File: config.mk
export PLATFORM = sky130hd
export DESIGN_NAME = vectored_interrupt_priority
export DESIGN_NICKNAME = d
export VERILOG_FILES = /design/src/intc_pkg.sv /design/src/pin_edge_if.sv /design/src/pin_edge_detect.sv /design/src/vectored_interrupt_priority.sv
export SDC_FILE = /design/constraint.sdc
export NUM_CORES = 1
export LEC_CHECK = 0
export BUFFER_PORTS_ARGS = -buffer_cell sky130_fd_sc_hd__clkbuf_2
export CAP_MARGIN = 40
export CORE_UTILIZATION = 57
export DETAILED_ROUTE_END_ITERATION = 12
export PLACE_DENSITY_LB_ADDON = 0.12
export SYNTH_ARGS = -nofsm -noshare
export SYNTH_HDL_FRONTEND = slang
export SYNTH_SLANG_ARGS = --single-unit
File: constraint.sdc
create_clock -name sys_clk -period 5.8 [get_ports sys_clk]
set_clock_uncertainty 0.2 [all_clocks]
set_input_delay 1.16 -clock sys_clk [delete_from_list [all_inputs] [get_ports sys_clk]]
set_output_delay 1.16 -clock sys_clk [all_outputs]
set_load 0.005 [all_outputs]
File: src/intc_pkg.sv
// shared constants, types and helpers of the vectored interrupt controller
package intc_pkg;
   // ==========================================================
   // geometry
   localparam int NUM_SLOTS = 17;
   localparam int NUM_PINS = 8;
   // ==========================================================
   // vector addresses
   localparam logic [15:0] VEC_BASE = 16'h0004;
   localparam logic [15:0] VEC_BREAK = 16'h003e;
   localparam logic [15:0] VEC_RESET = 16'h0000;
   // ==========================================================
   // default priority slots, 0 is the strongest
   localparam int SLOT_LVI = 0;
   localparam int SLOT_PIN0 = 1;
   localparam int SLOT_TM2A = 3;
   localparam int SLOT_TM2B = 4;
   localparam int SLOT_TM3A = 5;
   localparam int SLOT_TM3B = 6;
   localparam int SLOT_CAN_ERR = 7;
   localparam int SLOT_CAN_WAKE = 8;
   localparam int SLOT_CAN_RX = 9;
   localparam int SLOT_CAN_TX = 10;
   localparam int SLOT_SER_A_RXERR = 11;
   localparam int SLOT_SER_A_RXEND = 12;
   localparam int SLOT_SER_A_TXEND = 13;
   localparam int SLOT_CSI = 14;
   localparam int SLOT_SER_B_RXERR = 14;
   localparam int SLOT_PIN6 = 15;
   localparam int SLOT_SER_B_RXEND = 15;
   localparam int SLOT_PIN7 = 16;
   localparam int SLOT_SER_B_TXEND = 16;
   // ==========================================================
   // register byte offsets
   localparam logic [5:0] REG_FLAGS = 6'h00;
   localparam logic [5:0] REG_MASK = 6'h04;
   localparam logic [5:0] REG_PRIO = 6'h08;
   localparam logic [5:0] REG_CTRL = 6'h0c;
   localparam logic [5:0] REG_STATUS = 6'h10;
   localparam logic [5:0] REG_CAUSE = 6'h14;
   localparam logic [5:0] REG_PIN_RISE = 6'h18;
   localparam logic [5:0] REG_PIN_FALL = 6'h1c;
   // ==========================================================
   // field positions and reset values
   localparam int CTRL_IE = 0;
   localparam int STAT_ISV_LO = 0;
   localparam int STAT_ISV_HI = 1;
   localparam int STAT_REQ = 2;
   localparam int STAT_SWI = 3;
   localparam int STAT_VEC_LSB = 16;
   localparam logic [16:0] MASK_RST = 17'h1ffff;
   localparam logic [16:0] PRIO_RST = 17'h1ffff;
   localparam logic [7:0] RISE_RST = 8'hff;
   localparam logic [7:0] FALL_RST = 8'h00;
   // ==========================================================
   // types
   typedef enum logic {BUS_IDLE, BUS_ANSWER} bus_state_t;
   // ==========================================================
   // helpers
   // lowest set index with a found bit on top
   function automatic logic [5:0] first_set(input logic [16:0] v);
      logic [5:0] r;
      r = 6'h00;
      for (int i = NUM_SLOTS - 1; i >= 0; i--) begin
         if (v[i]) begin
            r = {1'b1, 5'(i)};
         end
      end
      return r;
   endfunction
   // vector address of a slot, two bytes apart
   function automatic logic [15:0] vector_of(input logic [4:0] slot);
      return VEC_BASE + {10'h000, slot, 1'b0};
   endfunction
   // byte enables spread to a bit mask
   function automatic logic [31:0] be_mask(input logic [3:0] be);
      return {{8{be[3]}}, {8{be[2]}}, {8{be[1]}}, {8{be[0]}}};
   endfunction
endpackage

File: src/pin_edge_if.sv
// edge selection and detected pin edges between controller and detector
`timescale 1ns/1ns
interface pin_edge_if;
   logic [7:0] rise_en;
   logic [7:0] fall_en;
   logic [7:0] edge_hit;
   modport detector (input rise_en, input fall_en, output edge_hit);
   modport ctrl (output rise_en, output fall_en, input edge_hit);
endinterface

File: src/pin_edge_detect.sv
// synchroniser and edge detector for the external interrupt pins
`timescale 1ns/1ns
module pin_edge_detect (
   input wire logic sys_clk,
   input wire logic rst_n,
   input wire logic clk_en,
   input wire logic [7:0] pin_in,
   pin_edge_if.detector port
);
   logic [7:0] meta_ff, nxt_meta;
   logic [7:0] sync_ff, nxt_sync;
   logic [7:0] last_ff, nxt_last;
   // ==========================================================
   // two stage sync then previous level
   always_comb begin
      nxt_meta = pin_in;
      nxt_sync = meta_ff;
      nxt_last = sync_ff;
   end
   always_ff @(posedge sys_clk or negedge rst_n) begin
      if (!rst_n) begin
         meta_ff <= 8'h00;
         sync_ff <= 8'h00;
         last_ff <= 8'h00;
      end else if (clk_en) begin
         meta_ff <= nxt_meta;
         sync_ff <= nxt_sync;
         last_ff <= nxt_last;
      end
   end
   // selected edges only, one cycle each
   assign port.edge_hit = (sync_ff & ~last_ff & port.rise_en) |
      (~sync_ff & last_ff & port.fall_en);
endmodule // pin_edge_detect

File: src/vectored_interrupt_priority.sv
// vectored two level interrupt controller with avalon register slave
`timescale 1ns/1ns
module vectored_interrupt_priority import intc_pkg::*; (
   input wire logic sys_clk,
   input wire logic resetn,
   input wire logic clk_en,
   input wire logic [5:0] avs_address,
   input wire logic avs_read,
   input wire logic avs_write,
   input wire logic [31:0] avs_writedata,
   input wire logic [3:0] avs_byteenable,
   output logic [31:0] avs_readdata,
   output logic avs_waitrequest,
   input wire logic irq_low_voltage,
   input wire logic [7:0] ext_pin_in,
   input wire logic irq_can_error,
   input wire logic irq_can_wakeup,
   input wire logic irq_can_receive,
   input wire logic irq_can_transmit,
   input wire logic irq_serial_a_rx_error,
   input wire logic irq_serial_a_rx_end,
   input wire logic irq_serial_a_tx_end,
   input wire logic irq_clocked_serial_end,
   input wire logic irq_serial_b_rx_error,
   input wire logic irq_serial_b_rx_end,
   input wire logic irq_serial_b_tx_end,
   input wire logic irq_timer2_match_a,
   input wire logic irq_timer2_match_b,
   input wire logic irq_timer3_match_a,
   input wire logic irq_timer3_match_b,
   input wire logic rst_power_on_clear,
   input wire logic rst_low_voltage,
   input wire logic rst_watchdog,
   input wire logic break_instruction,
   input wire logic core_int_ack,
   input wire logic core_int_return,
   output logic core_int_req,
   output logic [15:0] core_int_vector,
   output logic core_reset_req,
   output logic standby_release,
   output logic irq
);
   // ==========================================================
   // reset release
   logic rst_meta_ff, rst_n_ff;
   always_ff @(posedge sys_clk or negedge resetn) begin
      if (!resetn) begin
         rst_meta_ff <= 1'b0;
         rst_n_ff <= 1'b0;
      end else begin
         rst_meta_ff <= 1'b1;
         rst_n_ff <= rst_meta_ff;
      end
   end
   // ==========================================================
   // declarations
   bus_state_t state_ff, nxt_state;
   logic wait_ff, nxt_wait;
   logic [31:0] rdata_ff, nxt_rdata, rd_word, wmask, wbits;
   logic [16:0] mask_ff, nxt_mask, prio_ff, nxt_prio;
   logic [7:0] rise_ff, nxt_rise, fall_ff, nxt_fall;
   logic ie_ff, nxt_ie;
   logic [16:0] flags_ff, nxt_flags, set_vec, clr_vec, pending;
   logic [16:0] hi_cand, lo_cand;
   logic [5:0] hi_pick, lo_pick;
   logic swi_ff, nxt_swi, isv_hi_ff, nxt_isv_hi, isv_lo_ff, nxt_isv_lo;
   logic req_ff, nxt_req, sel_swi_ff, nxt_sel_swi, sel_hi_ff, nxt_sel_hi;
   logic [4:0] sel_slot_ff, nxt_sel_slot;
   logic [15:0] vector_ff, nxt_vector;
   logic [2:0] cause_ff, nxt_cause;
   logic rst_ff, nxt_rst, intr_ff, nxt_intr, stby_ff, nxt_stby;
   logic wr_fire, ack_take, rst_req;
   pin_edge_if pins_if ();
   // ==========================================================
   // pin edge detection
   pin_edge_detect u_pins (
      .sys_clk(sys_clk),
      .rst_n(rst_n_ff),
      .clk_en(clk_en),
      .pin_in(ext_pin_in),
      .port(pins_if.detector)
   );
   assign pins_if.rise_en = rise_ff;
   assign pins_if.fall_en = fall_ff;
   // ==========================================================
   // avalon slave, one wait state per access
   assign wr_fire = (state_ff == BUS_ANSWER) && avs_write;
   assign wmask = be_mask(avs_byteenable);
   assign wbits = avs_writedata & wmask;
   // read mux, unmapped offsets read zero
   always_comb begin
      rd_word = 32'h0000_0000;
      case (avs_address)
         REG_FLAGS: rd_word[16:0] = flags_ff;
         REG_MASK: rd_word[16:0] = mask_ff;
         REG_PRIO: rd_word[16:0] = prio_ff;
         REG_CTRL: rd_word[CTRL_IE] = ie_ff;
         REG_STATUS: begin
            rd_word[STAT_ISV_LO] = isv_lo_ff;
            rd_word[STAT_ISV_HI] = isv_hi_ff;
            rd_word[STAT_REQ] = req_ff;
            rd_word[STAT_SWI] = swi_ff;
            rd_word[STAT_VEC_LSB +: 16] = vector_ff;
         end
         REG_CAUSE: rd_word[2:0] = cause_ff;
         REG_PIN_RISE: rd_word[7:0] = rise_ff;
         REG_PIN_FALL: rd_word[7:0] = fall_ff;
         default: rd_word = 32'h0000_0000;
      endcase
   end
   // bus sequencing
   always_comb begin
      nxt_state = state_ff;
      nxt_wait = wait_ff;
      nxt_rdata = rdata_ff;
      unique case (state_ff)
         BUS_IDLE: begin
            if (avs_read || avs_write) begin
               nxt_state = BUS_ANSWER;
               nxt_wait = 1'b0;
               nxt_rdata = avs_read ? rd_word : 32'h0000_0000;
            end
         end
         BUS_ANSWER: begin
            nxt_state = BUS_IDLE;
            nxt_wait = 1'b1;
         end
      endcase
   end
   always_ff @(posedge sys_clk or negedge rst_n_ff) begin
      if (!rst_n_ff) begin
         state_ff <= BUS_IDLE;
         wait_ff <= 1'b1;
         rdata_ff <= 32'h0000_0000;
      end else if (clk_en) begin
         state_ff <= nxt_state;
         wait_ff <= nxt_wait;
         rdata_ff <= nxt_rdata;
      end
   end
   assign avs_readdata = rdata_ff;
   assign avs_waitrequest = wait_ff;
   // ==========================================================
   // configuration registers, byte lane writes
   always_comb begin
      nxt_mask = mask_ff;
      nxt_prio = prio_ff;
      nxt_ie = ie_ff;
      nxt_rise = rise_ff;
      nxt_fall = fall_ff;
      if (wr_fire && avs_address == REG_MASK) begin
         nxt_mask = (mask_ff & ~wmask[16:0]) | wbits[16:0];
      end
      if (wr_fire && avs_address == REG_PRIO) begin
         nxt_prio = (prio_ff & ~wmask[16:0]) | wbits[16:0];
      end
      if (wr_fire && avs_address == REG_CTRL && wmask[CTRL_IE]) begin
         nxt_ie = avs_writedata[CTRL_IE];
      end
      if (wr_fire && avs_address == REG_PIN_RISE) begin
         nxt_rise = (rise_ff & ~wmask[7:0]) | wbits[7:0];
      end
      if (wr_fire && avs_address == REG_PIN_FALL) begin
         nxt_fall = (fall_ff & ~wmask[7:0]) | wbits[7:0];
      end
   end
   always_ff @(posedge sys_clk or negedge rst_n_ff) begin
      if (!rst_n_ff) begin
         mask_ff <= MASK_RST;
         prio_ff <= PRIO_RST;
         ie_ff <= 1'b0;
         rise_ff <= RISE_RST;
         fall_ff <= FALL_RST;
      end else if (clk_en) begin
         mask_ff <= nxt_mask;
         prio_ff <= nxt_prio;
         ie_ff <= nxt_ie;
         rise_ff <= nxt_rise;
         fall_ff <= nxt_fall;
      end
   end
   // ==========================================================
   // source collection onto priority slots
   always_comb begin
      set_vec = 17'h00000;
      set_vec[SLOT_LVI] = irq_low_voltage;
      for (int i = 0; i < 6; i++) begin
         set_vec[SLOT_PIN0 + i] = pins_if.edge_hit[i];
      end
      set_vec[SLOT_TM2A] = set_vec[SLOT_TM2A] | irq_timer2_match_a;
      set_vec[SLOT_TM2B] = set_vec[SLOT_TM2B] | irq_timer2_match_b;
      set_vec[SLOT_TM3A] = set_vec[SLOT_TM3A] | irq_timer3_match_a;
      set_vec[SLOT_TM3B] = set_vec[SLOT_TM3B] | irq_timer3_match_b;
      set_vec[SLOT_CAN_ERR] = irq_can_error;
      set_vec[SLOT_CAN_WAKE] = irq_can_wakeup;
      set_vec[SLOT_CAN_RX] = irq_can_receive;
      set_vec[SLOT_CAN_TX] = irq_can_transmit;
      set_vec[SLOT_SER_A_RXERR] = irq_serial_a_rx_error;
      set_vec[SLOT_SER_A_RXEND] = irq_serial_a_rx_end;
      set_vec[SLOT_SER_A_TXEND] = irq_serial_a_tx_end;
      set_vec[SLOT_CSI] = irq_clocked_serial_end |
         irq_serial_b_rx_error;
      set_vec[SLOT_PIN6] = pins_if.edge_hit[6] | irq_serial_b_rx_end;
      set_vec[SLOT_PIN7] = pins_if.edge_hit[7] | irq_serial_b_tx_end;
   end
   // ==========================================================
   // arbitration: masking, groups, nesting, fixed order
   assign pending = flags_ff & ~mask_ff;
   assign hi_cand = pending & ~prio_ff & {17{~isv_hi_ff}};
   assign lo_cand = pending & prio_ff & {17{~(isv_hi_ff | isv_lo_ff)}};
   assign hi_pick = first_set(hi_cand);
   assign lo_pick = first_set(lo_cand);
   assign ack_take = core_int_ack && req_ff;
   assign rst_req = rst_power_on_clear | rst_low_voltage | rst_watchdog;
   // flags, service levels, request and vector
   always_comb begin
      clr_vec = 17'h00000;
      if (wr_fire && avs_address == REG_FLAGS) begin
         clr_vec = wbits[16:0];
      end
      if (ack_take && !sel_swi_ff) begin
         clr_vec[sel_slot_ff] = 1'b1;
      end
      nxt_flags = (flags_ff & ~clr_vec) | set_vec; // set wins over clear
      nxt_swi = (swi_ff & ~(ack_take & sel_swi_ff)) | break_instruction;
      nxt_isv_hi = isv_hi_ff;
      nxt_isv_lo = isv_lo_ff;
      if (core_int_return) begin
         if (isv_hi_ff) begin
            nxt_isv_hi = 1'b0;
         end else begin
            nxt_isv_lo = 1'b0;
         end
      end
      if (ack_take && !sel_swi_ff) begin
         if (sel_hi_ff) begin
            nxt_isv_hi = 1'b1;
         end else begin
            nxt_isv_lo = 1'b1;
         end
      end
      nxt_req = 1'b0;
      nxt_sel_swi = sel_swi_ff;
      nxt_sel_hi = sel_hi_ff;
      nxt_sel_slot = sel_slot_ff;
      nxt_vector = vector_ff;
      if (!ack_take) begin
         if (swi_ff) begin
            nxt_req = 1'b1;
            nxt_sel_swi = 1'b1;
            nxt_vector = VEC_BREAK;
         end else if (ie_ff && hi_pick[5]) begin
            nxt_req = 1'b1;
            nxt_sel_swi = 1'b0;
            nxt_sel_hi = 1'b1;
            nxt_sel_slot = hi_pick[4:0];
            nxt_vector = vector_of(hi_pick[4:0]);
         end else if (ie_ff && lo_pick[5]) begin
            nxt_req = 1'b1;
            nxt_sel_swi = 1'b0;
            nxt_sel_hi = 1'b0;
            nxt_sel_slot = lo_pick[4:0];
            nxt_vector = vector_of(lo_pick[4:0]);
         end
      end
      nxt_cause = cause_ff;
      if (wr_fire && avs_address == REG_CAUSE) begin
         nxt_cause = cause_ff & ~wbits[2:0];
      end
      nxt_cause = nxt_cause |
         {rst_watchdog, rst_low_voltage, rst_power_on_clear};
      nxt_rst = rst_req;
      if (rst_req) begin
         nxt_flags = 17'h00000;
         nxt_swi = 1'b0;
         nxt_isv_hi = 1'b0;
         nxt_isv_lo = 1'b0;
         nxt_req = 1'b0;
         nxt_vector = VEC_RESET;
      end
      nxt_intr = |pending;
      nxt_stby = (|pending) | swi_ff;
   end
   always_ff @(posedge sys_clk or negedge rst_n_ff) begin
      if (!rst_n_ff) begin
         flags_ff <= 17'h00000;
         swi_ff <= 1'b0;
         isv_hi_ff <= 1'b0;
         isv_lo_ff <= 1'b0;
         req_ff <= 1'b0;
         sel_swi_ff <= 1'b0;
         sel_hi_ff <= 1'b0;
         sel_slot_ff <= 5'h00;
         vector_ff <= VEC_RESET;
         cause_ff <= 3'h0;
         rst_ff <= 1'b0;
         intr_ff <= 1'b0;
         stby_ff <= 1'b0;
      end else if (clk_en) begin
         flags_ff <= nxt_flags;
         swi_ff <= nxt_swi;
         isv_hi_ff <= nxt_isv_hi;
         isv_lo_ff <= nxt_isv_lo;
         req_ff <= nxt_req;
         sel_swi_ff <= nxt_sel_swi;
         sel_hi_ff <= nxt_sel_hi;
         sel_slot_ff <= nxt_sel_slot;
         vector_ff <= nxt_vector;
         cause_ff <= nxt_cause;
         rst_ff <= nxt_rst;
         intr_ff <= nxt_intr;
         stby_ff <= nxt_stby;
      end
   end
   assign core_int_req = req_ff;
   assign core_int_vector = vector_ff;
   assign core_reset_req = rst_ff;
   assign standby_release = stby_ff;
   assign irq = intr_ff;
   // ==========================================================
   // assertions
   logic [16:0] pend_d_ff, hi_d_ff, lo_d_ff;
   always_ff @(posedge sys_clk or negedge rst_n_ff) begin
      if (!rst_n_ff) begin
         pend_d_ff <= 17'h00000;
         hi_d_ff <= 17'h00000;
         lo_d_ff <= 17'h00000;
      end else if (clk_en) begin
         pend_d_ff <= pending;
         hi_d_ff <= hi_cand;
         lo_d_ff <= lo_cand;
      end
   end
endmodule // vectored_interrupt_priority

# After elaboration in Yosys (flattened, before gate mapping)
# Index checks and enable logic that the tools add are counted.
# classes
add_sub_neg	2
mul	0
n_div	0
magnitude_cmp	2
eq_ne	9
n_shift	0
mux	78
bitwise_logic	52
n_reduce_logical	31
# op_table
cell	count
6-bit two-way mux	34
17-bit AND	9
16-bit two-way mux	5
17-bit inverter	4
17-bit bitwise OR	4
17-bit two-way mux	3
8-bit AND	6
32-bit two-way mux	1
6-bit by 5-bit == test with 1-bit output, second input constant	4
8-bit inverter	3
8-bit bitwise OR	3
8-bit case mux with 3 select lines	1
1-bit two-way mux	22
4-bit case mux with 5 select lines	1
17-bit OR reduction	1
15-bit two-way mux	1
3-bit by 6-bit adder with 7-bit output, first input constant	2
1-bit logical AND	14
2-bit case mux with 7 select lines	1
6-bit by 4-bit == test with 1-bit output, second input constant	2
1-bit bitwise OR	12
2-bit AND reduction	6
5-bit two-way mux	2
3-bit AND reduction	3
22 further kinds	30
# word_totals
register_bits	161
latchBits	0
ram_bits	0
romBits	0
inputBits	77
output_inout_bits	53
word_cells	200
memories	0

# Depth between registers and ports, before layout
# Gate-level depths: netlist of the first run.
# depth
ltp_word	27
mapped_depth	14
mapped_depth_nobuf	11

# Cells and area by module
# Synthesis of the first run repeated with hierarchy kept, for this count alone.
# unflattened
cells_unflattened	718
area_unflattened_um2	7806.2
# modules_own_cells
mod	instances	cells_each	area_each_um2	seq_area_each_um2
vectored_interrupt_priority	1	643	6678.9	3006.6
pin_edge_detect	1	75	1127.3	600.6

# Worst setup path before layout of the first run
# Ideal clock, no wire load.
# synth_timing
kind	in2reg
start	input avs_address[1]
end	register flags_ff[14]
setup_time_ps	132
arrival_time_ps	2956
t_required_ps	5468
path_slack_ps	2513
cell_stages	8
path_buffers	2
cell_sequence	or4_1 -> buf_2 -> or2_1 -> buf_6 -> nor4b_4 -> a21oi_1 -> o311ai_1 -> o21ai_1
# synth_via
elab_chain_cells	9
# synth_rtl
element	line_no	rtl
start, declared	vectored_interrupt_priority.sv:7	input wire logic [5:0] avs_address,
6-bit zero test (*)	vectored_interrupt_priority.sv:218	if (wr_fire && avs_address == REG_FLAGS) begin
1-bit logical AND (*)	vectored_interrupt_priority.sv:218	
17-bit two-way mux (*)	vectored_interrupt_priority.sv:218	
17-bit bitwise OR (no line)	n/a	
17-bit two-way mux (*)	vectored_interrupt_priority.sv:221	if (ack_take && !sel_swi_ff) begin
17-bit inverter (*)	vectored_interrupt_priority.sv:224	nxt_flags = (flags_ff & ~clr_vec) | set_vec;
17-bit AND (*)	vectored_interrupt_priority.sv:224	
17-bit bitwise OR (*)	vectored_interrupt_priority.sv:224	
17-bit two-way mux (*)	vectored_interrupt_priority.sv:273	if (rst_req) begin
end signal, assigned	vectored_interrupt_priority.sv:300	flags_ff <= nxt_flags;
end, declared	vectored_interrupt_priority.sv:63	logic [16:0] flags_ff, nxt_flags, set_vec, clr_vec, pending;
# Mark *: on every way between the ends. The rest lies on a longest branch, timed or not.
# A chain may end at the register's enable or synchronous reset.

# Final worst setup path of the first run
# layout_timing
start	register isv_hi_ff
end	register vector_ff[4] (netlist: core_int_vector[4])
# layout_via
elab_chain_cells	25
word_cells_on_any_way	50
classes_between	add/sub: 2; mux: 39; bitwise: 5; reduce/logical: 4
# layout_rtl
element	line_no	rtl
start, declared	vectored_interrupt_priority.sv:66	logic swi_ff, nxt_swi, isv_hi_ff, nxt_isv_hi, isv_lo_ff, nxt_isv_lo;
start signal, assigned	vectored_interrupt_priority.sv:302	isv_hi_ff <= nxt_isv_hi;
1-bit bitwise OR	vectored_interrupt_priority.sv:210	assign lo_cand = pending & prio_ff & {17{~(isv_hi_ff | isv_lo_ff)}};
1-bit inverter	vectored_interrupt_priority.sv:210	
17-bit AND	vectored_interrupt_priority.sv:210	
6-bit two-way mux (16 in a row)	intc_pkg.sv:65	if (v[i]) begin
3-bit by 6-bit adder with 7-bit output	intc_pkg.sv:73	return VEC_BASE + {10'h000, slot, 1'b0};
16-bit two-way mux	vectored_interrupt_priority.sv:258	end else if (ie_ff && lo_pick[5]) begin
16-bit two-way mux	vectored_interrupt_priority.sv:252	end else if (ie_ff && hi_pick[5]) begin
16-bit two-way mux	vectored_interrupt_priority.sv:248	if (swi_ff) begin
16-bit two-way mux	vectored_interrupt_priority.sv:247	if (!ack_take) begin
16-bit two-way mux	vectored_interrupt_priority.sv:273	
end signal, assigned	vectored_interrupt_priority.sv:308	vector_ff <= nxt_vector;
end, declared	vectored_interrupt_priority.sv:69	logic [15:0] vector_ff, nxt_vector;
# Parallel ways exist; a longest one is shown, timed or not. The select of a mux whose other input is x is not followed.

==> impl_metrics.tcl, run 1 <==
set metrics [dict create \
    port_buffers 94 \
    synth_cell_type_count 81 \
    outcome "finished clean" \
    hold_viol_final 0 \
    holdCritPathClass "reg -> async" \
    layout_commonest_cell "dfrtp_1" \
    dr_wl_met2_um 10300 \
    vias_per_cell 6.27 \
    finalWirelength_um 21100 \
    hold_buffers 1 \
    root_buffer "clkbuf_16" \
    fin_cells 1012 \
    htreeDepth 4 \
    drv_cap 0 \
    n_antenna_cell 0 \
    slew_headroom 0.407 \
    critPathBufInv 2 \
    critical-path-max-stage-delay_ns 0.65 \
    cts_tree "yes" \
    die_area_um2 14100 \
    initial_core_util 0.586 \
    drt_pass1_iterations 5 \
    cp_common_cell "nor2_1" \
    mostFrequentLayoutCells "dfrtp_1 (98), clkbuf_2 (94), mux2_2 (75)" \
    clkLatencyLatePin_ns 0.43 \
    yosys_warnings 0 \
    gp_congestion 0.907 \
    drive_gt1_frac 0.335 \
    cellPowerDensity_nw_per_um2 274 \
    synth_cells 730 \
    io_pins 130 \
    clk_pin_slew_worst_paths_ns 0.06 \
    coreArea_um2 13200 \
    fmax_mhz 288 \
    p_clk_frac 0.460 \
    maxUsedRoutingLayer "met4" \
    postCtsSetupBuffers 0 \
    cp_max_fo 17 \
    p_leak_nw 3.94 \
    fin_util 0.676 \
    met1_length_um 9000 \
    tritoncts.num_buffers 17 \
    peakVddDrop_mv 0.216 \
    grt_antenna_before_repair 0 \
    clk_path_buf_depth 2 \
    wl_per_cell_um 20.8 \
    yosysSeqAreaShare 0.465 \
    setup_viol 0 \
    final.min_clock_period_ns 3.47 \
    synthFlopType "dfrtp_1" \
    synth_area_leaders "dfrtp_1 (32%), dfstp_2 (15%), mux2_2 (11%)" \
    grt_remaining_overflow 0 \
    grt_max_degree 73 \
    ys_ff_latch 142 \
    worst_slew_pin_slew_ns 0.890 \
    die-width_um 119 \
    grt_pass1_wl_um 33500 \
    syn_avg_cell_area_um2 10.6 \
    hpwl_um 15000 \
    async_reset_ff_frac 1.00 \
    finalCritPeriodShare 0.599 \
    cp.required_ns 5.92 \
    ctsResizeCount 0 \
    num_vias 6349 \
    start_kind "flop" \
    rsz0062_at_grt "no" \
    dr.first_iter.drc_count 625 \
    path_cells "buf_16 > nor4b_1 > nor2_1 > o211ai_1 > a211oi_1 > a32oi_1 > inv_1 > ha_1 > nor2_1 > nand2_1 > mux2i_1 > o2bb2ai_1" \
    yosys.area.top_type_share 0.319 \
    p_seq_frac 0.447 \
    pre_cts_slack_ns 1.95 \
    critPathTopFamily "simple AND/OR/NAND/NOR gates" \
    clkSinkCount 142 \
    tns_ns 0 \
    fp.dieH_um 119 \
    nFillCells 1082 \
    grt_pass1_vias 6195 \
    fin_ws_ns 2.33 \
    drcViolationCount 0 \
    power.switching_mw 0.617 \
    nets 901 \
    swShare 0.252 \
    intPower_mw 1.83 \
    num_rows 42 \
    track_usage 0.314 \
    synth_edf_count 0 \
    synthesis.area_um2 7760 \
    combPwrFrac 0.093 \
    drv_slew 0 \
    whs_ns 0.133 \
    synth_top_area_cell "dfrtp_1" \
    place_inst 979 \
    slowest_stage "nor4b_1" \
    arrival_ns 3.59 \
    cp-end-kind "flop" \
    wl_met3_um 1260 \
    ant_nets 0 \
    area.growth.synth_to_final_pct 15.4 \
    worstSetupPathType "reg -> reg" \
]
==> power by group through the flow <==
stage / Clock, mW / Combinational [mW] / Sequential (mW)
floorplan: 0 / 0.145 / 1.11
global placement: 0 / 0.215 / 1.11
detailed placement: 0 / 0.225 / 1.11
CTS: 1.14 / 0.228 / 1.10
global route: 1.18 / 0.250 / 1.10
finish: 1.13 / 0.228 / 1.10
==> final cells by class <==
cell class / count / area, um2 / area share
clock buffers: 19 / 443 / 0.0495
clock inverters: 13 / 163 / 0.0182
inverters: 28 / 105 / 0.0117
multi-input cells: 529 / 3820 / 0.427
flip-flops and latches: 142 / 3610 / 0.403
well taps: 176 / 220 / 0.0246
repair buffers: 105 / 587 / 0.0655
==> synth_stat cells, drive strengths merged (6+ instances only) <==
cell type   n
dfrtp      99
mux2       77
o21ai      70
nand2      61
dfstp      43
buf        37
inv        28
nor2       28
a21oi      27
a22o       21
nand3b     18
nor3       17
mux2i      16
nor4b      14
clkbuf     12
o22ai      12
o211ai     11
nand3       9
a22oi       7
a31oi       7
and3b       7
nor4        7
or4b        7
a221oi      6
and3        6
or3         6
==> stage by stage <==
step                      area [um2]  power [mW]
after global placement          8280        1.32
after detailed placement        8340        1.34
after floorplan                 7830        1.25
after CTS                       8950        2.46
final                           8950        2.45
after global routing            8950        2.53
==> worst paths after layout <==
check	from	endpoint	slack, ns	cells after the start
max reg2reg	isv_hi_ff	core_int_vector[4]	2.33	12
min	rst_n_ff	async pin	0.13	0
min reg2reg	rst_n_ff	async pin	0.13	0
min in group sys_clk	rst_meta_ff	rst_n_ff	0.16	0
max	isv_hi_ff	core_int_vector[4]	2.33	12
max in group asynchronous	rst_n_ff	flags_ff[6]	4.36	1
==> metal layers <==
layer,track usage,vias up
li1,-,2890
met1,0.422,3165
met2,0.504,259
met3,0.0526,35
met4,0.129,0
met5,0,-
==> kinds of logic (layout without fill, tap and decap cells) <==
logic type	count (synthesis)	after routing	share of synthesized area
and+or+nand+nor	212	212	0.170
buffers and inverters	77	165	0.0518
adders and majority gates	1	1	0.00161
muxes	95	95	0.138
DFF	142	142	0.465
AOI/OAI and AO/OA	201	201	0.172
other	2	20	0.000968
Power figures use the tool's default switching activity.
==> run 2: changes to the inputs <==
==> constraint.sdc (replaced) <==
create_clock -name sys_clk -period 3.5 [get_ports sys_clk]
set_clock_uncertainty 0.2 [all_clocks]
set_input_delay 0.7 -clock sys_clk [delete_from_list [all_inputs] [get_ports sys_clk]]
set_output_delay 0.7 -clock sys_clk [all_outputs]
set_load 0.005 [all_outputs]
==> run 2 against run 1 <==
Against the previous run:
- wire length up 3.6%
- first-iteration DRC count down 6.7%
- largest power group unchanged
- via count up 2.3%
- final cell count up 2.6%
- sequential power up 65%
==> impl_metrics.tcl, run 2 (synthesis results as in run 1) <==
set metrics [dict create \
    wl_per_cell_um 21.0 \
    r2r_slack_ns 0.26 \
    htreeDepth 4 \
    dr.first_iter.drc_count 583 \
    clkSinkCount 142 \
    num_vias 6496 \
    setup_viol 0 \
    grt_antenna_before_repair 1 \
    grt_remaining_overflow 0 \
    fp.dieH_um 119 \
    cellPowerDensity_nw_per_um2 446 \
    track_usage 0.329 \
    peakVddDrop_mv 0.404 \
    grt_pass1_wl_um 35100 \
    nets 927 \
    mostFrequentLayoutCells "dfrtp_1 (98), clkbuf_2 (94), mux2_2 (75)" \
    initial_core_util 0.586 \
    placed_area_um2 8530 \
    die_area_um2 14100 \
    tns_ns 0 \
    fin_cells 1038 \
    port_buffers 94 \
    slew_headroom 0.412 \
    root_buffer "clkbuf_16" \
    n_antenna_cell 0 \
    outcome "finished clean" \
    rsz0062_at_grt "no" \
    coreArea_um2 13200 \
    hold_path_startpoint "rst_meta_ff" \
    hold_viol_final 0 \
    cp.required_ns 3.61 \
    fmax_mhz 309 \
    die-width_um 119 \
    finalWirelength_um 21800 \
    hold_buffers 1 \
    cp-end-kind "flop" \
    nFillCells 1049 \
    final_area_um2 9150 \
    drv_cap 0 \
    ant_nets 0 \
    drt_pass1_iterations 6 \
    tritoncts.num_buffers 17 \
    grt_pass1_vias 6546 \
    clkLatencyLatePin_ns 0.43 \
    hpwl_um 16000 \
    p_leak_nw 4.08 \
    postCtsSetupBuffers 0 \
    vias_per_cell 6.26 \
    start_kind "flop" \
    ctsResizeCount 0 \
    final.min_clock_period_ns 3.24 \
    grt_max_degree 55 \
    drive_gt1_frac 0.354 \
    cp_max_fo 28 \
    worstSetupPathType "reg -> reg" \
    holdCritPathClass "reg -> reg" \
    place_inst 1005 \
    r2r-start "isv_hi_ff" \
    layout_commonest_cell "dfrtp_1" \
    gp_congestion 0.961 \
    cts_tree "yes" \
    finalCritPeriodShare 0.926 \
    clk_path_buf_depth 2 \
    arrival_ns 3.35 \
    io_pins 130 \
    worst_slew_pin_slew_ns 0.880 \
    crit_path_start "isv_hi_ff" \
    drv_slew 0 \
    clk_pin_slew_worst_paths_ns 0.06 \
    num_rows 42 \
    drcViolationCount 0 \
    area.growth.synth_to_final_pct 17.9 \
]
==> run 2: cell count changes in the layout (fill, tap and decap cells not counted), sizes merged <==
cell | before | now
clkinv | 5 | 6
clkdlybuf4s15 | 1 | 0
buf | 9 | 36
clkinvlp | 3 | 1
clkbuf | 113 | 114
==> run 2: path summary, 6_finish.rpt <==
kind / end / cells past startpoint
max: core_int_vector[4] / 11
min: rst_n_ff / 0
max reg2reg: core_int_vector[4] / 11
min reg2reg: rst_n_ff / 0
max in group asynchronous: async pin / 1
min in group asynchronous: avs_readdata[17] / 0
==> run 2: report_power, final <==
group	internal (mW)	switching, mW	total, mW
clock network	1.14	0.720	1.86
registers	1.74	0.0860	1.82
logic	0.172	0.216	0.389
==> run 2: critical path, stage by stage, from the launching register on <==
cell       delay (ns)
dfrtp_1          0.39
buf_12           0.18
or4b_1           0.58
a211oi_1         0.36
o211ai_1         0.22
a211oi_1         0.38
a32oi_1          0.17
inv_1            0.12
ha_1             0.17
nand2b_1         0.08
o21ai_0          0.19
o2bb2ai_1        0.08
==> run 2: per-stage QoR <==
stage          setup WS [ns]  hold WS [ns]  power, mW   util
3_3_place_gp           0.398         0.138       2.21  0.643
5_1_grt                0.120         0.189       4.21  0.691
6_report               0.259         0.164       4.08  0.691
2_1_floorplan          0.673         0.131       2.08      -
3_5_place_dp           0.376         0.144       2.24  0.644
4_1_cts                0.302         0.169       4.10  0.691
==> run 2: layout make-up <==
cell class	count	area, um2	share of cell area
sequential	142	3610	0.395
inverter	28	105	0.0115
multi-input combinational	529	3820	0.418
tap	176	220	0.0241
clock buffer	20	447	0.0488
clock inverter	12	160	0.0175
timing repair buffer	131	783	0.0856
==> run 2: per-layer routing <==
| layer | GRT usage | wire (um) |
|---|---|---|
| met5 | 0 | 15 |
| met4 | 0.159 | 899 |
| met3 | 0.0830 | 1470 |
| met2 | 0.519 | 10300 |
| met1 | 0.424 | 9140 |
==> run 3: changes to the inputs <==
--- a/config.mk
+++ b/config.mk
@@ -7,7 +7,7 @@
 export LEC_CHECK = 0
 export BUFFER_PORTS_ARGS = -buffer_cell sky130_fd_sc_hd__clkbuf_2
 export CAP_MARGIN = 40
-export CORE_UTILIZATION = 57
+export CORE_UTILIZATION = 38
 export DETAILED_ROUTE_END_ITERATION = 12
 export PLACE_DENSITY_LB_ADDON = 0.12
 export SYNTH_ARGS = -nofsm -noshare
==> run 3 against run 2 <==
Against the previous run:
- global-route usage is 10 points lower
- non-clock buffer count unchanged
- sequential power barely moved
- register-to-register slack improved by 0.03 ns
- critical path depth rose by 2
- first-iteration DRC count fell by 28%
- combinational power grew 2%
- critical endpoint unchanged
- highest routed layer is now met4
- count of clock-buffer cells in the layout did not move
==> impl_metrics.tcl, run 3 (synthesis results as in run 1) <==
set metrics [dict create \
    fp.dieH_um 145 \
    arrival_ns 3.32 \
    cp-end-kind "flop" \
    r2r_end "core_int_vector[4]" \
    grt_max_degree 58 \
    fin_util 0.469 \
    start_kind "flop" \
    setup_viol 0 \
    worst_slew_pin_slew_ns 0.623 \
    r2r-start "isv_hi_ff" \
    finalWirelength_um 22900 \
    layout_commonest_cell "dfrtp_1" \
    grt_remaining_overflow 0 \
    track_usage 0.225 \
    grt_pass1_wl_um 36600 \
    port_buffers 94 \
    fmax_mhz 312 \
    cts_tree "yes" \
    path_cells "buf_4 > buf_4 > or4b_4 > and2_1 > nand3_2 > o21ai_1 > a32oi_1 > inv_1 > ha_1 > nor2_1 > nand2_1 > mux2i_1 > o2bb2ai_1" \
    dr.first_iter.drc_count 422 \
    slowest_stage "or4b_4" \
    worstSetupPathType "reg -> reg" \
    io_pins 130 \
    hpwl_um 17000 \
    place_inst 1093 \
    outcome "finished clean" \
    rsz0062_at_grt "no" \
    clkSinkCount 142 \
    ant_nets 0 \
    finalCritPeriodShare 0.916 \
    num_vias 6368 \
    cellPowerDensity_nw_per_um2 441 \
    cp_common_cell "buf_4" \
    reg2regPathDepth 13 \
    nets 927 \
    gp_congestion 0.897 \
    slew_headroom 0.584 \
    critPathTopFamily "simple AND/OR/NAND/NOR gates" \
    hold_viol_final 0 \
    root_buffer "clkbuf_16" \
    wl_per_cell_um 20.3 \
    holdCritPathClass "reg -> reg" \
    initial_core_util 0.394 \
    mostFrequentLayoutCells "dfrtp_1 (97), clkbuf_2 (93), mux2_2 (75)" \
    drcViolationCount 0 \
    path_depth 13 \
    drt_pass1_iterations 5 \
    r2r_slack_ns 0.29 \
    grt_pass1_vias 6546 \
    cp.required_ns 3.62 \
    area.growth.synth_to_final_pct 19.3 \
    n_antenna_cell 0 \
    drv_slew 0 \
    fin_cells 1127 \
    coreArea_um2 19700 \
    tritoncts.num_buffers 17 \
    num_rows 51 \
    crit_path_start "isv_hi_ff" \
    drv_cap 0 \
    drive_gt1_frac 0.353 \
    critPathBufInv 3 \
    final.min_clock_period_ns 3.21 \
    clk_pin_slew_worst_paths_ns 0.06 \
    die-width_um 145 \
    critical-path-max-stage-delay_ns 0.56 \
    endpoint "core_int_vector[4]" \
    clk_path_buf_depth 2 \
    cp_max_fo 15 \
    power_mw 4.08 \
    clkLatencyLatePin_ns 0.43 \
    grt_antenna_before_repair 0 \
    tns_ns 0 \
    p_leak_nw 4.07 \
    htreeDepth 4 \
    peakVddDrop_mv 0.301 \
    die_area_um2 21000 \
    vias_per_cell 5.65 \
]
## run 3: through the flow
stage | setup slack (ns) | cell area, um2 | hold WS (ns)
floorplan | 0.673 | 7830 | 0.131
global placement | 0.200 | 8610 | 0.138
detailed placement | 0.204 | 8640 | -0.0183
CTS | 0.156 | 9260 | 0.162
global route | 0.0667 | 9260 | 0.158
finish | 0.293 | 9260 | 0.159
## run 3: worst min path at each step
stage / from / end / slack [ns] / depth (start not counted)
after floorplan: rst_meta_ff / rst_n_ff / 0.13 / 0
after global placement: rst_meta_ff / rst_n_ff / 0.14 / 0
after detailed placement: rst_n_ff / core_int_vector[5] / -0.02 / 0
after CTS: rst_meta_ff / rst_n_ff / 0.16 / 0
after global routing: rst_meta_ff / rst_n_ff / 0.16 / 0
final: rst_meta_ff / rst_n_ff / 0.16 / 0
## run 3: cell type report
cell class                      instances  area [um2]
Clock inverter                         12         161
Tap cell                              265         332
Sequential cell                       142        3610
Inverter                               28         105
Multi-Input combinational cell        529        3820
Fill cell                            1868       10500
Clock buffer                           20         437
Timing Repair Buffer                  131         786
## run 3: what timing repair did
item | CTS | global route
hold buffers | 2 | 0
gates resized for setup | 0 | 1
endpoints found under the hold margin | 7 | 0
buffers inserted | 0 | 0
endpoints found under the setup margin | 0 | 2
## run 3: layer usage
| layer | vias to the layer above | global-route usage | routed length [um] |
|---|---|---|---|
| met5 | - | 0 | 0 |
| met4 | 0 | 0.0750 | 500 |
| met2 | 189 | 0.368 | 10900 |
| met1 | 3213 | 0.298 | 10300 |
| met3 | 32 | 0.0443 | 1190 |
| li1 | 2934 | - | - |
## run 3: worst reg2reg max path, stage by stage (launching register included)
cell and delay [ns]:
dfrtp_2 0.54, buf_4 0.24, buf_4 0.16, or4b_4 0.56
and2_1 0.18, nand3_2 0.12, o21ai_1 0.12, a32oi_1 0.31
inv_1 0.10, ha_1 0.21, nor2_1 0.10, nand2_1 0.07
mux2i_1 0.12, o2bb2ai_1 0.08
## run 3: report_power, final
group / total [mW] / switching [mW] / leakage (nW) / internal (mW)
Sequential: 1.82 / 0.0771 / 1.73 / 1.74
Combinational: 0.396 / 0.223 / 2.06 / 0.173
Clock: 1.87 / 0.740 / 0.282 / 1.13
Total: 4.08 / 1.04 / 4.07 / 3.04
